File: src/design/adc_conv_map.svh
// Address map, field positions, reset values and sequencing counts
// for the conversion control block.
// Assumes a 32-bit APB register bus with word-aligned registers.
`ifndef ADC_CONV_MAP_SVH
`define ADC_CONV_MAP_SVH

// ---------------------------------------------------------------
// Register offsets (byte addresses)
// ---------------------------------------------------------------
`define ADC_APB_AW         8
`define ADC_OFS_CTRL       8'h00
`define ADC_OFS_SELECT     8'h04
`define ADC_OFS_RES_HIGH   8'h08
`define ADC_OFS_RES_LOW    8'h0c
`define ADC_OFS_IRQ        8'h10

// ---------------------------------------------------------------
// Field positions
// ---------------------------------------------------------------
`define ADC_CTRL_CH_LSB    0
`define ADC_CTRL_START     6
`define ADC_CTRL_DONE_N    7
`define ADC_SEL_DIV_LSB    0
`define ADC_SEL_PCFG_LSB   4
`define ADC_RESLO_LSB      4
`define ADC_IRQ_FLAG       0
`define ADC_IRQ_ENABLE     1

// ---------------------------------------------------------------
// Reset values
// ---------------------------------------------------------------
`define ADC_RST_CH         4'h0
`define ADC_RST_DIV        2'h3
`define ADC_RST_PCFG       4'h0
`define ADC_RST_DONE_N     1'b1
`define ADC_RST_RESULT     12'h000

// ---------------------------------------------------------------
// Sequencing, counted in converter clock periods
// ---------------------------------------------------------------
`define ADC_TICK_SAMPLE    4'h0
`define ADC_TICK_MSB       4'h1
`define ADC_TICK_LSB       4'hc
`define ADC_TICK_LAST      4'hf
`define ADC_PCFG_ALL       4'hf
`define ADC_PIN_COUNT      16
`define ADC_RES_MSB        4'hb

`endif

File: src/design/adc_conv_pkg.sv
// Types shared by the conversion control block.
// Assumes adc_conv_map.svh supplies the numeric constants.
`default_nettype none

package adc_conv_pkg;

  // ---------------------------------------------------------------
  // Sequencer states
  // ---------------------------------------------------------------
  typedef enum logic [1:0] {
    st_idle = 2'b00,
    st_hold = 2'b01,
    st_conv = 2'b10
  } conv_state_t;

  // ---------------------------------------------------------------
  // Drive towards the analog converter macro
  // ---------------------------------------------------------------
  typedef struct packed {
    logic        power_down;
    logic        reset;
    logic        sample;
    logic [11:0] dac_code;
  } conv_drive_t;

  // ---------------------------------------------------------------
  // Drive towards the shared port pins
  // ---------------------------------------------------------------
  typedef struct packed {
    logic [15:0] analog_en;
    logic [15:0] pullup_cut;
    logic [15:0] dir_force_in;
  } pin_drive_t;

endpackage

`default_nettype wire

File: src/design/adc_conversion_control.sv
// Conversion control for one 12-bit successive approximation converter.
// Assumes an APB master on mclk and an analog macro that offers a mux,
// a trial DAC, a sampler and an asynchronous comparator output.
`timescale 1ns/10ps
`include "adc_conv_map.svh"
`default_nettype none

module adc_conversion_control #(
  parameter int DIV_RATIO_0 = 4,
  parameter int DIV_RATIO_1 = 8,
  parameter int DIV_RATIO_2 = 16,
  parameter int DIV_RATIO_3 = 32,
  parameter int PIN_STEP    = 1
) (
  // Clock and reset
  input  wire logic                       mclk,
  input  wire logic                       resetn,
  // APB slave
  input  wire logic [`ADC_APB_AW-1:0]     paddr,
  input  wire logic                       psel,
  input  wire logic                       penable,
  input  wire logic                       pwrite,
  input  wire logic [31:0]                pwdata,
  input  wire logic [3:0]                 pstrb,
  output logic      [31:0]                prdata,
  output logic                            pready,
  output logic                            pslverr,
  // Analog converter macro
  input  wire logic                       cmp_in,
  output adc_conv_pkg::conv_drive_t       conv_drive,
  output logic      [15:0]                channel_route,
  // Shared port pins
  output adc_conv_pkg::pin_drive_t        pin_drive,
  // Interrupt request towards the interrupt controller
  output logic                            conv_irq
);

  // ---------------------------------------------------------------
  // Elaboration checks
  // ---------------------------------------------------------------
  // Smallest ratio must leave room for the comparator synchroniser
  generate
    if (DIV_RATIO_0 < 4 || DIV_RATIO_1 <= DIV_RATIO_0 ||
        DIV_RATIO_2 <= DIV_RATIO_1 || DIV_RATIO_3 <= DIV_RATIO_2 ||
        DIV_RATIO_3 > 256) begin : g_bad_ratio
      $error("divider ratios must rise strictly from at least 4 up to 256");
    end
    if (PIN_STEP < 1 || PIN_STEP > `ADC_PIN_COUNT) begin : g_bad_step
      $error("pin step must lie between 1 and 16");
    end
  endgenerate

  // ---------------------------------------------------------------
  // Register state
  // ---------------------------------------------------------------
  // Reset clock select, split bit by bit below
  localparam logic [1:0]     RST_DIV = `ADC_RST_DIV;
  logic [3:0]                channel_select;
  logic                      start_bit;
  logic                      conv_done_n;
  logic                      clk_div_sel_hi;
  logic                      clk_div_sel_lo;
  logic [3:0]                analog_pin_config;
  logic [11:0]               result;
  logic                      irq_flag;
  logic                      irq_enable;

  // Sequencer state
  adc_conv_pkg::conv_state_t state;
  adc_conv_pkg::conv_state_t next_state;
  logic                      start_prev;
  logic [7:0]                div_cnt;
  logic [7:0]                div_ratio;
  logic                      conv_tick;
  logic [3:0]                tick_cnt;
  logic [3:0]                bit_idx;
  logic [11:0]               trial;
  logic                      finish;

  // Comparator synchroniser
  logic                      cmp_meta;
  logic                      cmp_sync;

  // Bus decode
  logic                      setup_phase;
  logic                      wr_access;
  logic                      addr_hit;
  logic [15:0]               pin_mask;
  logic                      powered;

  // ---------------------------------------------------------------
  // APB decode
  // ---------------------------------------------------------------
  // Zero wait states: every access phase completes at once
  assign setup_phase = psel & ~penable;
  assign wr_access   = psel & penable & pwrite & pstrb[0] & addr_hit;
  assign pready      = psel & penable;
  assign pslverr     = psel & penable & ~addr_hit;

  // Only the five documented words answer without error
  always_comb begin
    case (paddr)
      `ADC_OFS_CTRL,
      `ADC_OFS_SELECT,
      `ADC_OFS_RES_HIGH,
      `ADC_OFS_RES_LOW,
      `ADC_OFS_IRQ: addr_hit = 1'b1;
      default:      addr_hit = 1'b0;
    endcase
  end

  // Read data captured in the setup cycle, so prdata comes from a flop
  always_ff @(posedge mclk or negedge resetn) begin
    if (!resetn) begin
      prdata <= 32'h0000_0000;
    end else if (setup_phase && !pwrite) begin
      prdata <= 32'h0000_0000;
      case (paddr)
        `ADC_OFS_CTRL: begin
          prdata[`ADC_CTRL_CH_LSB +: 4] <= channel_select;
          prdata[`ADC_CTRL_START]       <= start_bit;
          prdata[`ADC_CTRL_DONE_N]      <= conv_done_n;
        end
        `ADC_OFS_SELECT: begin
          prdata[`ADC_SEL_DIV_LSB +: 2]  <= {clk_div_sel_hi, clk_div_sel_lo};
          prdata[`ADC_SEL_PCFG_LSB +: 4] <= analog_pin_config;
        end
        `ADC_OFS_RES_HIGH: begin
          prdata[7:0] <= result[11:4];
        end
        `ADC_OFS_RES_LOW: begin
          prdata[`ADC_RESLO_LSB +: 4] <= result[3:0];
        end
        `ADC_OFS_IRQ: begin
          prdata[`ADC_IRQ_FLAG]   <= irq_flag;
          prdata[`ADC_IRQ_ENABLE] <= irq_enable;
        end
        default: begin
          prdata <= 32'h0000_0000;
        end
      endcase
    end
  end

  // ---------------------------------------------------------------
  // Software-written control fields
  // ---------------------------------------------------------------
  // Control word: channel and start bit
  always_ff @(posedge mclk or negedge resetn) begin
    if (!resetn) begin
      channel_select <= `ADC_RST_CH;
      start_bit      <= 1'b0;
    end else if (wr_access && paddr == `ADC_OFS_CTRL) begin
      channel_select <= pwdata[`ADC_CTRL_CH_LSB +: 4];
      start_bit      <= pwdata[`ADC_CTRL_START];
    end
  end

  // Clock select and pin configuration word
  always_ff @(posedge mclk or negedge resetn) begin
    if (!resetn) begin
      clk_div_sel_hi    <= RST_DIV[1];
      clk_div_sel_lo    <= RST_DIV[0];
      analog_pin_config <= `ADC_RST_PCFG;
    end else if (wr_access && paddr == `ADC_OFS_SELECT) begin
      clk_div_sel_hi    <= pwdata[`ADC_SEL_DIV_LSB + 1];
      clk_div_sel_lo    <= pwdata[`ADC_SEL_DIV_LSB];
      analog_pin_config <= pwdata[`ADC_SEL_PCFG_LSB +: 4];
    end
  end

  // ---------------------------------------------------------------
  // Pin configuration
  // ---------------------------------------------------------------
  // Code 1111 takes all pins; lower codes grow a block from pin 0
  always_comb begin
    int count;
    count = 0;
    if (analog_pin_config == `ADC_PCFG_ALL) begin
      count = `ADC_PIN_COUNT;
    end else begin
      count = int'(analog_pin_config) * PIN_STEP;
      if (count > `ADC_PIN_COUNT) begin
        count = `ADC_PIN_COUNT;
      end
    end
    for (int i = 0; i < `ADC_PIN_COUNT; i++) begin
      pin_mask[i] = (i < count);
    end
  end

  // Zero config leaves plain I/O and powers the converter off
  assign powered = (analog_pin_config != 4'h0);

  // Pin drive registered so the port logic sees a clean level
  always_ff @(posedge mclk or negedge resetn) begin
    if (!resetn) begin
      pin_drive <= '0;
    end else begin
      pin_drive.analog_en    <= pin_mask;
      pin_drive.pullup_cut   <= pin_mask;
      pin_drive.dir_force_in <= pin_mask;
    end
  end

  // One-hot mux select; never more than one input reaches the converter
  always_ff @(posedge mclk or negedge resetn) begin
    if (!resetn) begin
      channel_route <= 16'h0000;
    end else begin
      channel_route <= powered ? (16'h0001 << channel_select) : 16'h0000;
    end
  end

  // ---------------------------------------------------------------
  // Converter clock divider
  // ---------------------------------------------------------------
  // Ratio table; code 00 is the fastest setting
  always_comb begin
    case ({clk_div_sel_hi, clk_div_sel_lo})
      2'h0:    div_ratio = 8'(DIV_RATIO_0 - 1);
      2'h1:    div_ratio = 8'(DIV_RATIO_1 - 1);
      2'h2:    div_ratio = 8'(DIV_RATIO_2 - 1);
      2'h3:    div_ratio = 8'(DIV_RATIO_3 - 1);
      default: div_ratio = 8'(DIV_RATIO_3 - 1);
    endcase
  end

  // Divider runs only during a conversion, so each one starts aligned
  always_ff @(posedge mclk or negedge resetn) begin
    if (!resetn) begin
      div_cnt <= 8'h00;
    end else if (state != adc_conv_pkg::st_conv || conv_tick) begin
      div_cnt <= 8'h00;
    end else begin
      div_cnt <= div_cnt + 8'h01;
    end
  end

  assign conv_tick = (state == adc_conv_pkg::st_conv) && (div_cnt >= div_ratio);

  // ---------------------------------------------------------------
  // Comparator synchroniser
  // ---------------------------------------------------------------
  // Comparator output is asynchronous to mclk
  always_ff @(posedge mclk or negedge resetn) begin
    if (!resetn) begin
      cmp_meta <= 1'b0;
      cmp_sync <= 1'b0;
    end else begin
      cmp_meta <= cmp_in;
      cmp_sync <= cmp_meta;
    end
  end

  // ---------------------------------------------------------------
  // Sequencer
  // ---------------------------------------------------------------
  // Start falling edge detect on the register bit itself
  always_ff @(posedge mclk or negedge resetn) begin
    if (!resetn) begin
      start_prev <= 1'b0;
    end else begin
      start_prev <= start_bit;
    end
  end

  assign finish = conv_tick && (tick_cnt == `ADC_TICK_LAST);

  // Start held high always wins; powering down aborts a conversion
  always_comb begin
    next_state = state;
    case (state)
      adc_conv_pkg::st_idle: begin
        if (start_bit) begin
          next_state = adc_conv_pkg::st_hold;
        end
      end
      adc_conv_pkg::st_hold: begin
        if (!start_bit && start_prev && powered) begin
          next_state = adc_conv_pkg::st_conv;
        end else if (!start_bit) begin
          next_state = adc_conv_pkg::st_idle;
        end
      end
      adc_conv_pkg::st_conv: begin
        if (start_bit) begin
          next_state = adc_conv_pkg::st_hold;
        end else if (!powered || finish) begin
          next_state = adc_conv_pkg::st_idle;
        end
      end
      default: begin
        next_state = adc_conv_pkg::st_idle;
      end
    endcase
  end

  // Runs beside the CPU; software keeps executing meanwhile
  always_ff @(posedge mclk or negedge resetn) begin
    if (!resetn) begin
      state <= adc_conv_pkg::st_idle;
    end else begin
      state <= next_state;
    end
  end

  // Converter clock periods within one conversion
  always_ff @(posedge mclk or negedge resetn) begin
    if (!resetn) begin
      tick_cnt <= 4'h0;
    end else if (state != adc_conv_pkg::st_conv) begin
      tick_cnt <= 4'h0;
    end else if (conv_tick) begin
      tick_cnt <= tick_cnt + 4'h1;
    end
  end

  // Successive approximation: keep or drop each trial bit, MSB first.
  // A full period separates trial set-up and decision, which covers
  // the DAC settling and the two-flop comparator latency.
  always_ff @(posedge mclk or negedge resetn) begin
    if (!resetn) begin
      trial   <= 12'h000;
      bit_idx <= `ADC_RES_MSB;
    end else if (state != adc_conv_pkg::st_conv) begin
      trial   <= 12'h000;
      bit_idx <= `ADC_RES_MSB;
    end else if (conv_tick) begin
      if (tick_cnt == `ADC_TICK_SAMPLE) begin
        trial[`ADC_RES_MSB] <= 1'b1;
      end else if (tick_cnt >= `ADC_TICK_MSB && tick_cnt <= `ADC_TICK_LSB - 4'h1) begin
        trial[bit_idx] <= cmp_sync;
        trial[bit_idx - 4'h1] <= 1'b1;
        bit_idx <= bit_idx - 4'h1;
      end else if (tick_cnt == `ADC_TICK_LSB) begin
        trial[bit_idx] <= cmp_sync;
      end
    end
  end

  // Result latched on the same edge as the done flag falls
  always_ff @(posedge mclk or negedge resetn) begin
    if (!resetn) begin
      result <= `ADC_RST_RESULT;
    end else if (finish && !start_bit) begin
      result <= trial;
    end
  end

  // End-of-conversion flag: forced high by start, low on completion
  always_ff @(posedge mclk or negedge resetn) begin
    if (!resetn) begin
      conv_done_n <= `ADC_RST_DONE_N;
    end else if (start_bit) begin
      conv_done_n <= 1'b1;
    end else if (finish && state == adc_conv_pkg::st_conv) begin
      conv_done_n <= 1'b0;
    end
  end

  // ---------------------------------------------------------------
  // Completion request
  // ---------------------------------------------------------------
  // Write one to clear; a completion in the same cycle wins
  always_ff @(posedge mclk or negedge resetn) begin
    if (!resetn) begin
      irq_flag   <= 1'b0;
      irq_enable <= 1'b0;
    end else begin
      if (finish && !start_bit) begin
        irq_flag <= 1'b1;
      end else if (wr_access && paddr == `ADC_OFS_IRQ && pwdata[`ADC_IRQ_FLAG]) begin
        irq_flag <= 1'b0;
      end
      if (wr_access && paddr == `ADC_OFS_IRQ) begin
        irq_enable <= pwdata[`ADC_IRQ_ENABLE];
      end
    end
  end

  // Level request, held until software clears the flag
  always_ff @(posedge mclk or negedge resetn) begin
    if (!resetn) begin
      conv_irq <= 1'b0;
    end else begin
      conv_irq <= irq_flag & irq_enable;
    end
  end

  // ---------------------------------------------------------------
  // Converter macro drive
  // ---------------------------------------------------------------
  // Reset held while start is high; sampling in the first period
  always_ff @(posedge mclk or negedge resetn) begin
    if (!resetn) begin
      conv_drive <= '{power_down: 1'b1, reset: 1'b1, sample: 1'b0, dac_code: 12'h000};
    end else begin
      conv_drive.power_down <= ~powered;
      conv_drive.reset      <= start_bit | (next_state != adc_conv_pkg::st_conv);
      conv_drive.sample     <= (next_state == adc_conv_pkg::st_conv) &&
                               (state != adc_conv_pkg::st_conv ||
                                tick_cnt == `ADC_TICK_SAMPLE && !conv_tick);
      conv_drive.dac_code   <= trial;
    end
  end

endmodule

`default_nettype wire

File: config.mk
export PLATFORM = sky130hd
export DESIGN_NAME = adc_conversion_control
export DESIGN_NICKNAME = d
export VERILOG_FILES = /design/src/design/adc_conv_pkg.sv /design/src/design/adc_conversion_control.sv
export VERILOG_INCLUDE_DIRS = /design/src /design/src/design
export SDC_FILE = /design/constraint.sdc
export NUM_CORES = 1
export LEC_CHECK = 0
export ABC_CLOCK_PERIOD_IN_PS = 6900
export BUFFER_PORTS_ARGS = -buffer_cell sky130_fd_sc_hd__buf_2
export CORE_AREA = 2 2 122 124
export DETAILED_ROUTE_END_ITERATION = 7
export DIE_AREA = 0 0 124 126
export GPL_TIMING_DRIVEN = 0
export HOLD_SLACK_MARGIN = 0.05
export REMOVE_ABC_BUFFERS = 1
export SLEW_MARGIN = 30
export SYNTH_ARGS = -nofsm -noshare
export SYNTH_HDL_FRONTEND = slang
export SYNTH_SLANG_ARGS = --single-unit
export TNS_END_PERCENT = 20
File: constraint.sdc
create_clock -name mclk -period 6.9 [get_ports mclk]
set_input_delay 1.035 -clock mclk [delete_from_list [all_inputs] [get_ports mclk]]
set_output_delay 1.035 -clock mclk [all_outputs]
set_load 0.01 [all_outputs]
* Word level (Yosys, flattened, before mapping)
Index checks and enable logic that the tools add are counted.
** Storage, ports and cells
- Flip-flop bits (word level) :: 115
- Input bits :: 50
- Output and inout bits :: 114
- Logic and storage cells :: 157
** Operators by class
- $add $sub $neg :: 3
- Order comparisons :: 24
- Equal/unequal tests :: 16
- Shift-type cells :: 1
- Multiplexer cells :: 37
- Bitwise operators :: 12
- Reduce and logical (&&, ||, !) cells :: 38
** Operator list (number)
- $lt A5 B32 Y1 const A :: 8
- $lt A4 B32 Y1 const A :: 4
- $lt A3 B32 Y1 const A :: 2
- $mux W12 :: 4
- $lt A1 B32 Y1 const A :: 1
- $lt A2 B32 Y1 const A :: 1
- $pmux W8 S4 :: 1
- $mux W4 :: 6
- $eq A8 B4 Y1 const B :: 2
- $logic_and A1 B1 Y1 :: 16
- $mux W16 :: 1
- $pmux W2 S4 :: 2
- $shl A1 B4 Y16 const A :: 1
- $bwmux W12 :: 1
- $eq A4 B4 Y1 const B :: 3
- $ge A4 B1 Y1 const B :: 3
- $or A12 B12 Y12 :: 1
- $pmux W2 S3 :: 2
- $mux W11 :: 1
- $lt A4 B5 Y1 const B :: 2
- $mux W2 :: 5
- $mux W5 :: 2
- $add A8 B1 Y8 const B :: 1
- $demux W1 S4 :: 2
- 27 further kinds :: 59

* Logic depth before layout (Yosys ltp)
Gate-level depths: netlist of run 1.
- Depth after elaboration :: 11
- Depth in mapped cells :: 9
- Mapped depth without buffers :: 7

* Worst setup path after synthesis of run 1
Ideal clock, no wire load.
- Path type :: input -> output
- From :: in paddr[1]
- To :: out pslverr
- Data arrival time :: 1.900 ns
- Data required time :: 5.865 ns
- Path slack :: 3.965 ns
- Stages on the path :: 3
- Cells stage by stage :: or4_4 > nor2_1 > a21oi_1
** On the way
- Word-level cells in the longest chain between the ends :: 5
- Elaborated cells between the ends (all ways) :: 9
- Classes of those cells :: 4 x eq/ne; 1 x mux; 2 x bitwise; 2 x reduce/logical
** RTL lines
- start, declared :: line adc_conversion_control.sv:19 : input wire logic [`ADC_APB_AW-1:0] paddr,
- $eq A8 B3 Y1 (tied with other cells) :: line adc_conversion_control.sv:102 : case (paddr)
- $reduce_or A5 Y1 (*) :: line adc_conversion_control.sv:102
- $mux W1 (*) :: line adc_conversion_control.sv:102
- $not A1 Y1 (*) :: line adc_conversion_control.sv:98 : assign pslverr = psel & penable & ~addr_hit;
- $and A1 B1 Y1 (*) :: line adc_conversion_control.sv:98
- end, declared :: line adc_conversion_control.sv:27 : output logic pslverr,
Every way passes the cells marked *; elsewhere a longest branch is shown, timed or not.

* Worst setup path after layout of run 1
Ends and elaborated chain as after synthesis.

==> run summary, run 1 <==
most used cell, CP -> buf_2
Worst-path clk slew -> 50 ps
Buf+Inv Stages, Crit Path -> 2
P_leak -> 3.35 nW
HP Class -> reg -> reg
Final Hold Viols -> 0
via count -> 3716
GR Util All Layers -> 0.152
syn avg cell area -> 10.9 um2
Critical Path Fanout Max -> 5
area grow syn2layout -> 18.0%
number of synthesized register bits -> 115
core area -> 0.0143 mm2
drt pass-1 iters -> 4
Tot Pwr -> 0.00156 W
CP Data Required Time -> 5860 ps
cts repair resizes -> 0
Residual DRC -> 0
global-route wire length before repair -> 18.4 mm
placed cells -> 743
Post-CTS Setup Inserts -> 0
largest net degree at the start of global routing -> 64
Tcrit/Tclk final -> 0.478
vias in the first global route -> 3648
Worst VDD drop -> 0.000161 V
initial core utilization -> 0.380
Critical Path AT -> 2270 ps
Distinct cells, synth -> 60
worst-path cell chain -> buf_2, or4_4, nor2_1, a21oi_1, buf_2
hold path cells -> 0
share of cells above drive strength 1 -> 0.305
Core Util, Final -> 0.449
Die W -> 124 um
startpoint types -> input pin
Post-layout nets -> 640
Seq/Total Area, Yosys -> 0.530
# diodes -> 0
worst hold slack -> 354 ps
Top Ports -> 164
number of synthesized flops with an enable pin -> 0
Die Y -> 126 um
die area -> 0.0156 mm2
Avg WL per Cell -> 14.8 um
row cnt -> 44
htree depth -> 4
Overflow after GRT -> 0
Max Cap Viol -> 0
Port Buffers -> 112
clk sinks -> 115
CP delay by family, top -> simple AND/OR/NAND/NOR gates
largest stage delay on the critical path -> 530 ps
RSZ-0062 raised after global routing -> false
reg2reg path depth -> 7
routability-driven placement congestion ratio -> 0.833
endpoints failing setup -> 0
Post-Synthesis Cells -> 499
Setup TNS -> 0 ps
Tmin final -> 3300 ps
slowest CP cell -> or4_4
prevailing post-synth register cell -> dfrtp_1
kind of critical path -> in -> out
non-filler cells, final -> 775
Pwr per Cell Area -> 243 mW/mm2
power share of the sequential group -> 0.437
CTS buffer count -> 17
switching portion of total power -> 0.231
Syn Std Cell Area -> 0.00544 mm2
Clk Latency, worst-skew pair -> 410 ps
status -> finished, final reports clean
vias per cell -> 4.79
CTS root buf -> clkbuf_16
drt initial violations -> 172
Max Slew Vio Count -> 0
Switch Pwr -> 0.000362 W
# hold bufs at CTS -> 0
CTS tree -> yes
initial antenna violation count -> 0
worst-margin pin slew -> 720 ps
Routed Antenna Nets -> 0
R2R Setup Slk -> 3920 ps
Internal -> 0.00120 W
Ys Warns -> 0
clock network power share -> 0.531
Fmax -> 0.303 GHz
final wirelength -> 11.5 mm
FFs w/ async S/R, synth -> 1.00
Slew HR -> 0.520
Comb pwr share -> 0.032
DP HPWL -> 8.23 mm
CTS Buffer Depth -> 2
crit end category -> output pin
Worst Skew -> 8.37 ps
Worst path depth -> 5
## power by group through the flow
stage / clock (W) / combinational, W / sequential (W)
after floorplan: 0 / 0.0000175 / 0.000696
after global placement: 0 / 0.0000472 / 0.000695
after detailed placement: 0 / 0.0000510 / 0.000696
after CTS: 0.000848 / 0.0000511 / 0.000684
after global routing: 0.000875 / 0.0000570 / 0.000684
final: 0.000830 / 0.0000501 / 0.000684
## synthesized netlist by cell type, types with 7 or more instances
cell type | n | area share
dfstp_2 | 8 | 0.039
buf_4 | 56 | 0.077
nand2_1 | 33 | 0.023
clkbuf_1 | 19 | 0.013
nand3_1 | 14 | 0.013
inv_1 | 13 | 0.0090
nor2b_1 | 7 | 0.0080
nor3_1 | 8 | 0.0074
a21oi_1 | 18 | 0.017
mux2_1 | 10 | 0.021
nor2_1 | 53 | 0.037
dfrtp_1 | 107 | 0.49
mux2i_1 | 7 | 0.013
o21ai_0 | 20 | 0.018
ha_1 | 12 | 0.028
mux2_4 | 14 | 0.039
## stage by stage
stage,area (um2),setup slack (ps)
floorplan,5030,3960
global placement,5820,3510
detailed placement,5850,3610
CTS,6420,3610
global route,6420,3510
finish,6420,3600
## worst register-to-register path, delay by kind of cell (launching register included)
| kind | cells | cell delay (ps) |
|---|---|---|
| multiplexers | 1 | 440 |
| AND/OR/NAND/NOR | 4 | 1040 |
| flip-flops | 1 | 570 |
| adder cells (fa/ha/maj) | 1 | 290 |
| AO/OA/AOI/OAI | 1 | 520 |
## layout make-up
| cell class | instances | area (um2) |
|---|---|---|
| clock buffers | 18 | 439 |
| repair buffers | 113 | 598 |
| clock inverters | 14 | 129 |
| flip-flops and latches | 115 | 2890 |
| fillers | 1348 | 7890 |
| multi-input cells | 318 | 2090 |
| inverters | 13 | 48.8 |
| well taps | 184 | 230 |
## sequential cells by signal, summed over array words and instances (netlist names), 8 cells and up
register / flops
trial: 12
channel_route: 16
result: 12
pin_drive: 16
conv_drive: 15
prdata: 8
div_cnt: 8
## routing by layer
layer / track usage / vias to the layer above / wire [um] / part of all wire
li1: - / 1795 / - / -
met1: 0.201 / 1784 / 5170 / 0.45
met2: 0.239 / 117 / 5430 / 0.47
met3: 0.0426 / 20 / 630 / 0.055
met4: 0.0549 / 0 / 218 / 0.019
met5: 0 / - / 0 / 0
## path summary, 6_finish.rpt
path / to / start
max: pslverr / paddr[1]
min: cmp_sync / cmp_meta
max reg2reg: result[11] / clk_div_sel_hi
min reg2reg: cmp_sync / cmp_meta
max in group asynchronous: bit_idx[0] / resetn
min in group asynchronous: channel_route[14] / resetn
## kinds of logic after synthesis
family / Yosys count / share of synthesized area
xor gates and xnor gates: 10 / 0.0161
other: 1 / 0.000689
buffers and inverters: 91 / 0.103
DFF: 115 / 0.530
adders and majority gates: 12 / 0.0276
AOI/OAI and AO/OA: 82 / 0.0986
muxes: 35 / 0.0846
and+or+nand+nor: 153 / 0.139
## placed cells by master, fill, tap and decap left out, types with 10 or more instances in the layout
cell type and n:
nor2_1 53, a21oi_1 18, o21ai_0 20, buf_2 111, clkbuf_16 17, inv_1 13, nand2_1 33, conb_1 26
mux2_1 10, dfrtp_1 107, mux2_4 14, nand3_1 14, ha_1 12
(Power assumes the default switching activity.)
==> inputs of run 2 (changes only) <==
- ABC_CLOCK_PERIOD_IN_PS: 6900 -> 3070
- clock period: 6.9 -> 3.07 ns (I/O delays scaled with it)
==> run 2 against run 1 <==
Setup slack worse by 3400 ps. Register-to-register slack worse by 3700 ps. Clock skew is 1.7 ps lower. Die area stayed put. Critical path type is now reg -> reg. Highest routed layer unchanged.
==> run summary, run 2 (synthesis results as in run 1) <==
status -> finished, final reports clean
Tmin final -> 2840 ps
most common cell after layout, fill and taps aside -> buf_2
clk sinks -> 115
kind of critical path -> reg -> reg
Internal -> 0.00270 W
Slew HR -> 0.595
Fmax -> 0.353 GHz
switching portion of total power -> 0.230
global-route wire length before repair -> 18.4 mm
Switch Pwr -> 0.000809 W
Final Hold Viols -> 0
area grow syn2layout -> 18.4%
power share of the sequential group -> 0.438
row cnt -> 44
die area -> 0.0156 mm2
Residual DRC -> 0
final wirelength -> 11.4 mm
Die W -> 124 um
CTS tree -> yes
Die Y -> 126 um
Worst Skew -> 6.62 ps
htree depth -> 4
initial antenna violation count -> 0
Tcrit/Tclk final -> 0.924
commonest cells after routing, fill and taps aside -> 111 x buf_2, 107 x dfrtp_1, 53 x nor2_1
Overflow after GRT -> 0
Setup TNS -> 0 ps
initial core utilization -> 0.380
DP HPWL -> 8.23 mm
vias per cell -> 4.82
share of cells above drive strength 1 -> 0.306
worst-margin pin slew -> 607 ps
CTS root buf -> clkbuf_16
Worst VDD drop -> 0.000356 V
HP Class -> in -> reg
crit end category -> flop
Comb pwr share -> 0.033
routability-driven placement congestion ratio -> 0.833
Max Slew Vio Count -> 0
CTS buffer count -> 17
Post-CTS Setup Inserts -> 0
startpoint types -> flop
via count -> 3740
GR Util All Layers -> 0.152
Core Util, Final -> 0.450
Post-layout nets -> 641
Pwr per Cell Area -> 545 mW/mm2
Critical Path AT -> 3120 ps
Clk Latency, worst-skew pair -> 410 ps
Top Ports -> 164
Tot Pwr -> 0.00351 W
# diodes -> 0
RSZ-0062 raised after global routing -> false
Critical Path Fanout Max -> 14
core area -> 0.0143 mm2
Worst-path clk slew -> 60 ps
Place WS -> 82.3 ps
dpl cell area -> 0.00585 mm2
endpoints failing setup -> 0
P_leak -> 3.35 nW
Avg WL per Cell -> 14.8 um
Routed Antenna Nets -> 0
clock network power share -> 0.530
vias in the first global route -> 3660
drt initial violations -> 164
Final Cell Area -> 0.00644 mm2
CTS Buffer Depth -> 2
CP Data Required Time -> 3350 ps
drt pass-1 iters -> 4
largest net degree at the start of global routing -> 64
Largest regs -> channel_route: 16 flops, pin_drive: 16 flops, conv_drive: 15 flops
Port Buffers -> 112
final worst slack -> 234 ps
Max Cap Viol -> 0
-- run 2: critical path, stage by stage, from the launching register on --
cell and delay [ps]:
dfstp_2 570, nand2_1 60, ha_1 290, nand2_1 90, o211ai_4 410, nand3_1 230, or3_2 680, mux2_1 390
-- run 2: repair_timing --
item,in CTS,in global routing
endpoints found under the hold margin,52,0
gates resized for setup,0,2
hold buffers,1,0
endpoints found under the setup margin,0,12
-- run 2: layer usage --
metal  wire length, um  GRT usage  part of all wire
met4               171     0.0549             0.015
met5                 0          0                 0
met1              5150      0.201              0.45
met3               648     0.0426             0.057
met2              5480      0.239              0.48
-- run 2: area by class of cell --
type | instances | area, um2
Sequential cell | 115 | 2890
Clock buffer | 18 | 439
Inverter | 13 | 48.8
Clock inverter | 14 | 129
Multi-Input combinational cell | 318 | 2100
Tap cell | 184 | 230
Fill cell | 1346 | 7870
Timing Repair Buffer | 114 | 608
-- run 2: stage by stage --
stage / std cells / hold slack, ps
after floorplan: 446 / 165
after global placement: 742 / 336
after detailed placement: 743 / 342
after CTS: 776 / 138
after global routing: 776 / 144
final: 776 / 159
-- run 2: final timing paths --
kind | start | endpoint | slack, ps | depth (start not counted)
worst max register to register | clk_div_sel_hi | result[11] | 230 | 7
max in group asynchronous | resetn | bit_idx[0] | 1840 | 3
worst min register to register | cmp_meta | cmp_sync | 350 | 0
worst min-delay path | cmp_in | cmp_meta | 160 | 1
worst max-delay path | clk_div_sel_hi | result[11] | 230 | 7
min in group asynchronous | resetn | channel_route[14] | 550 | 2
-- run 2: power groups by stage --
stage               clock, W  combinational [W]  sequential [W]
CTS                  0.00191           0.000116         0.00154
global route         0.00197           0.000130         0.00154
detailed placement         0           0.000115         0.00156
global placement           0           0.000106         0.00156
finish               0.00186           0.000114         0.00154
floorplan                  0          0.0000394         0.00156
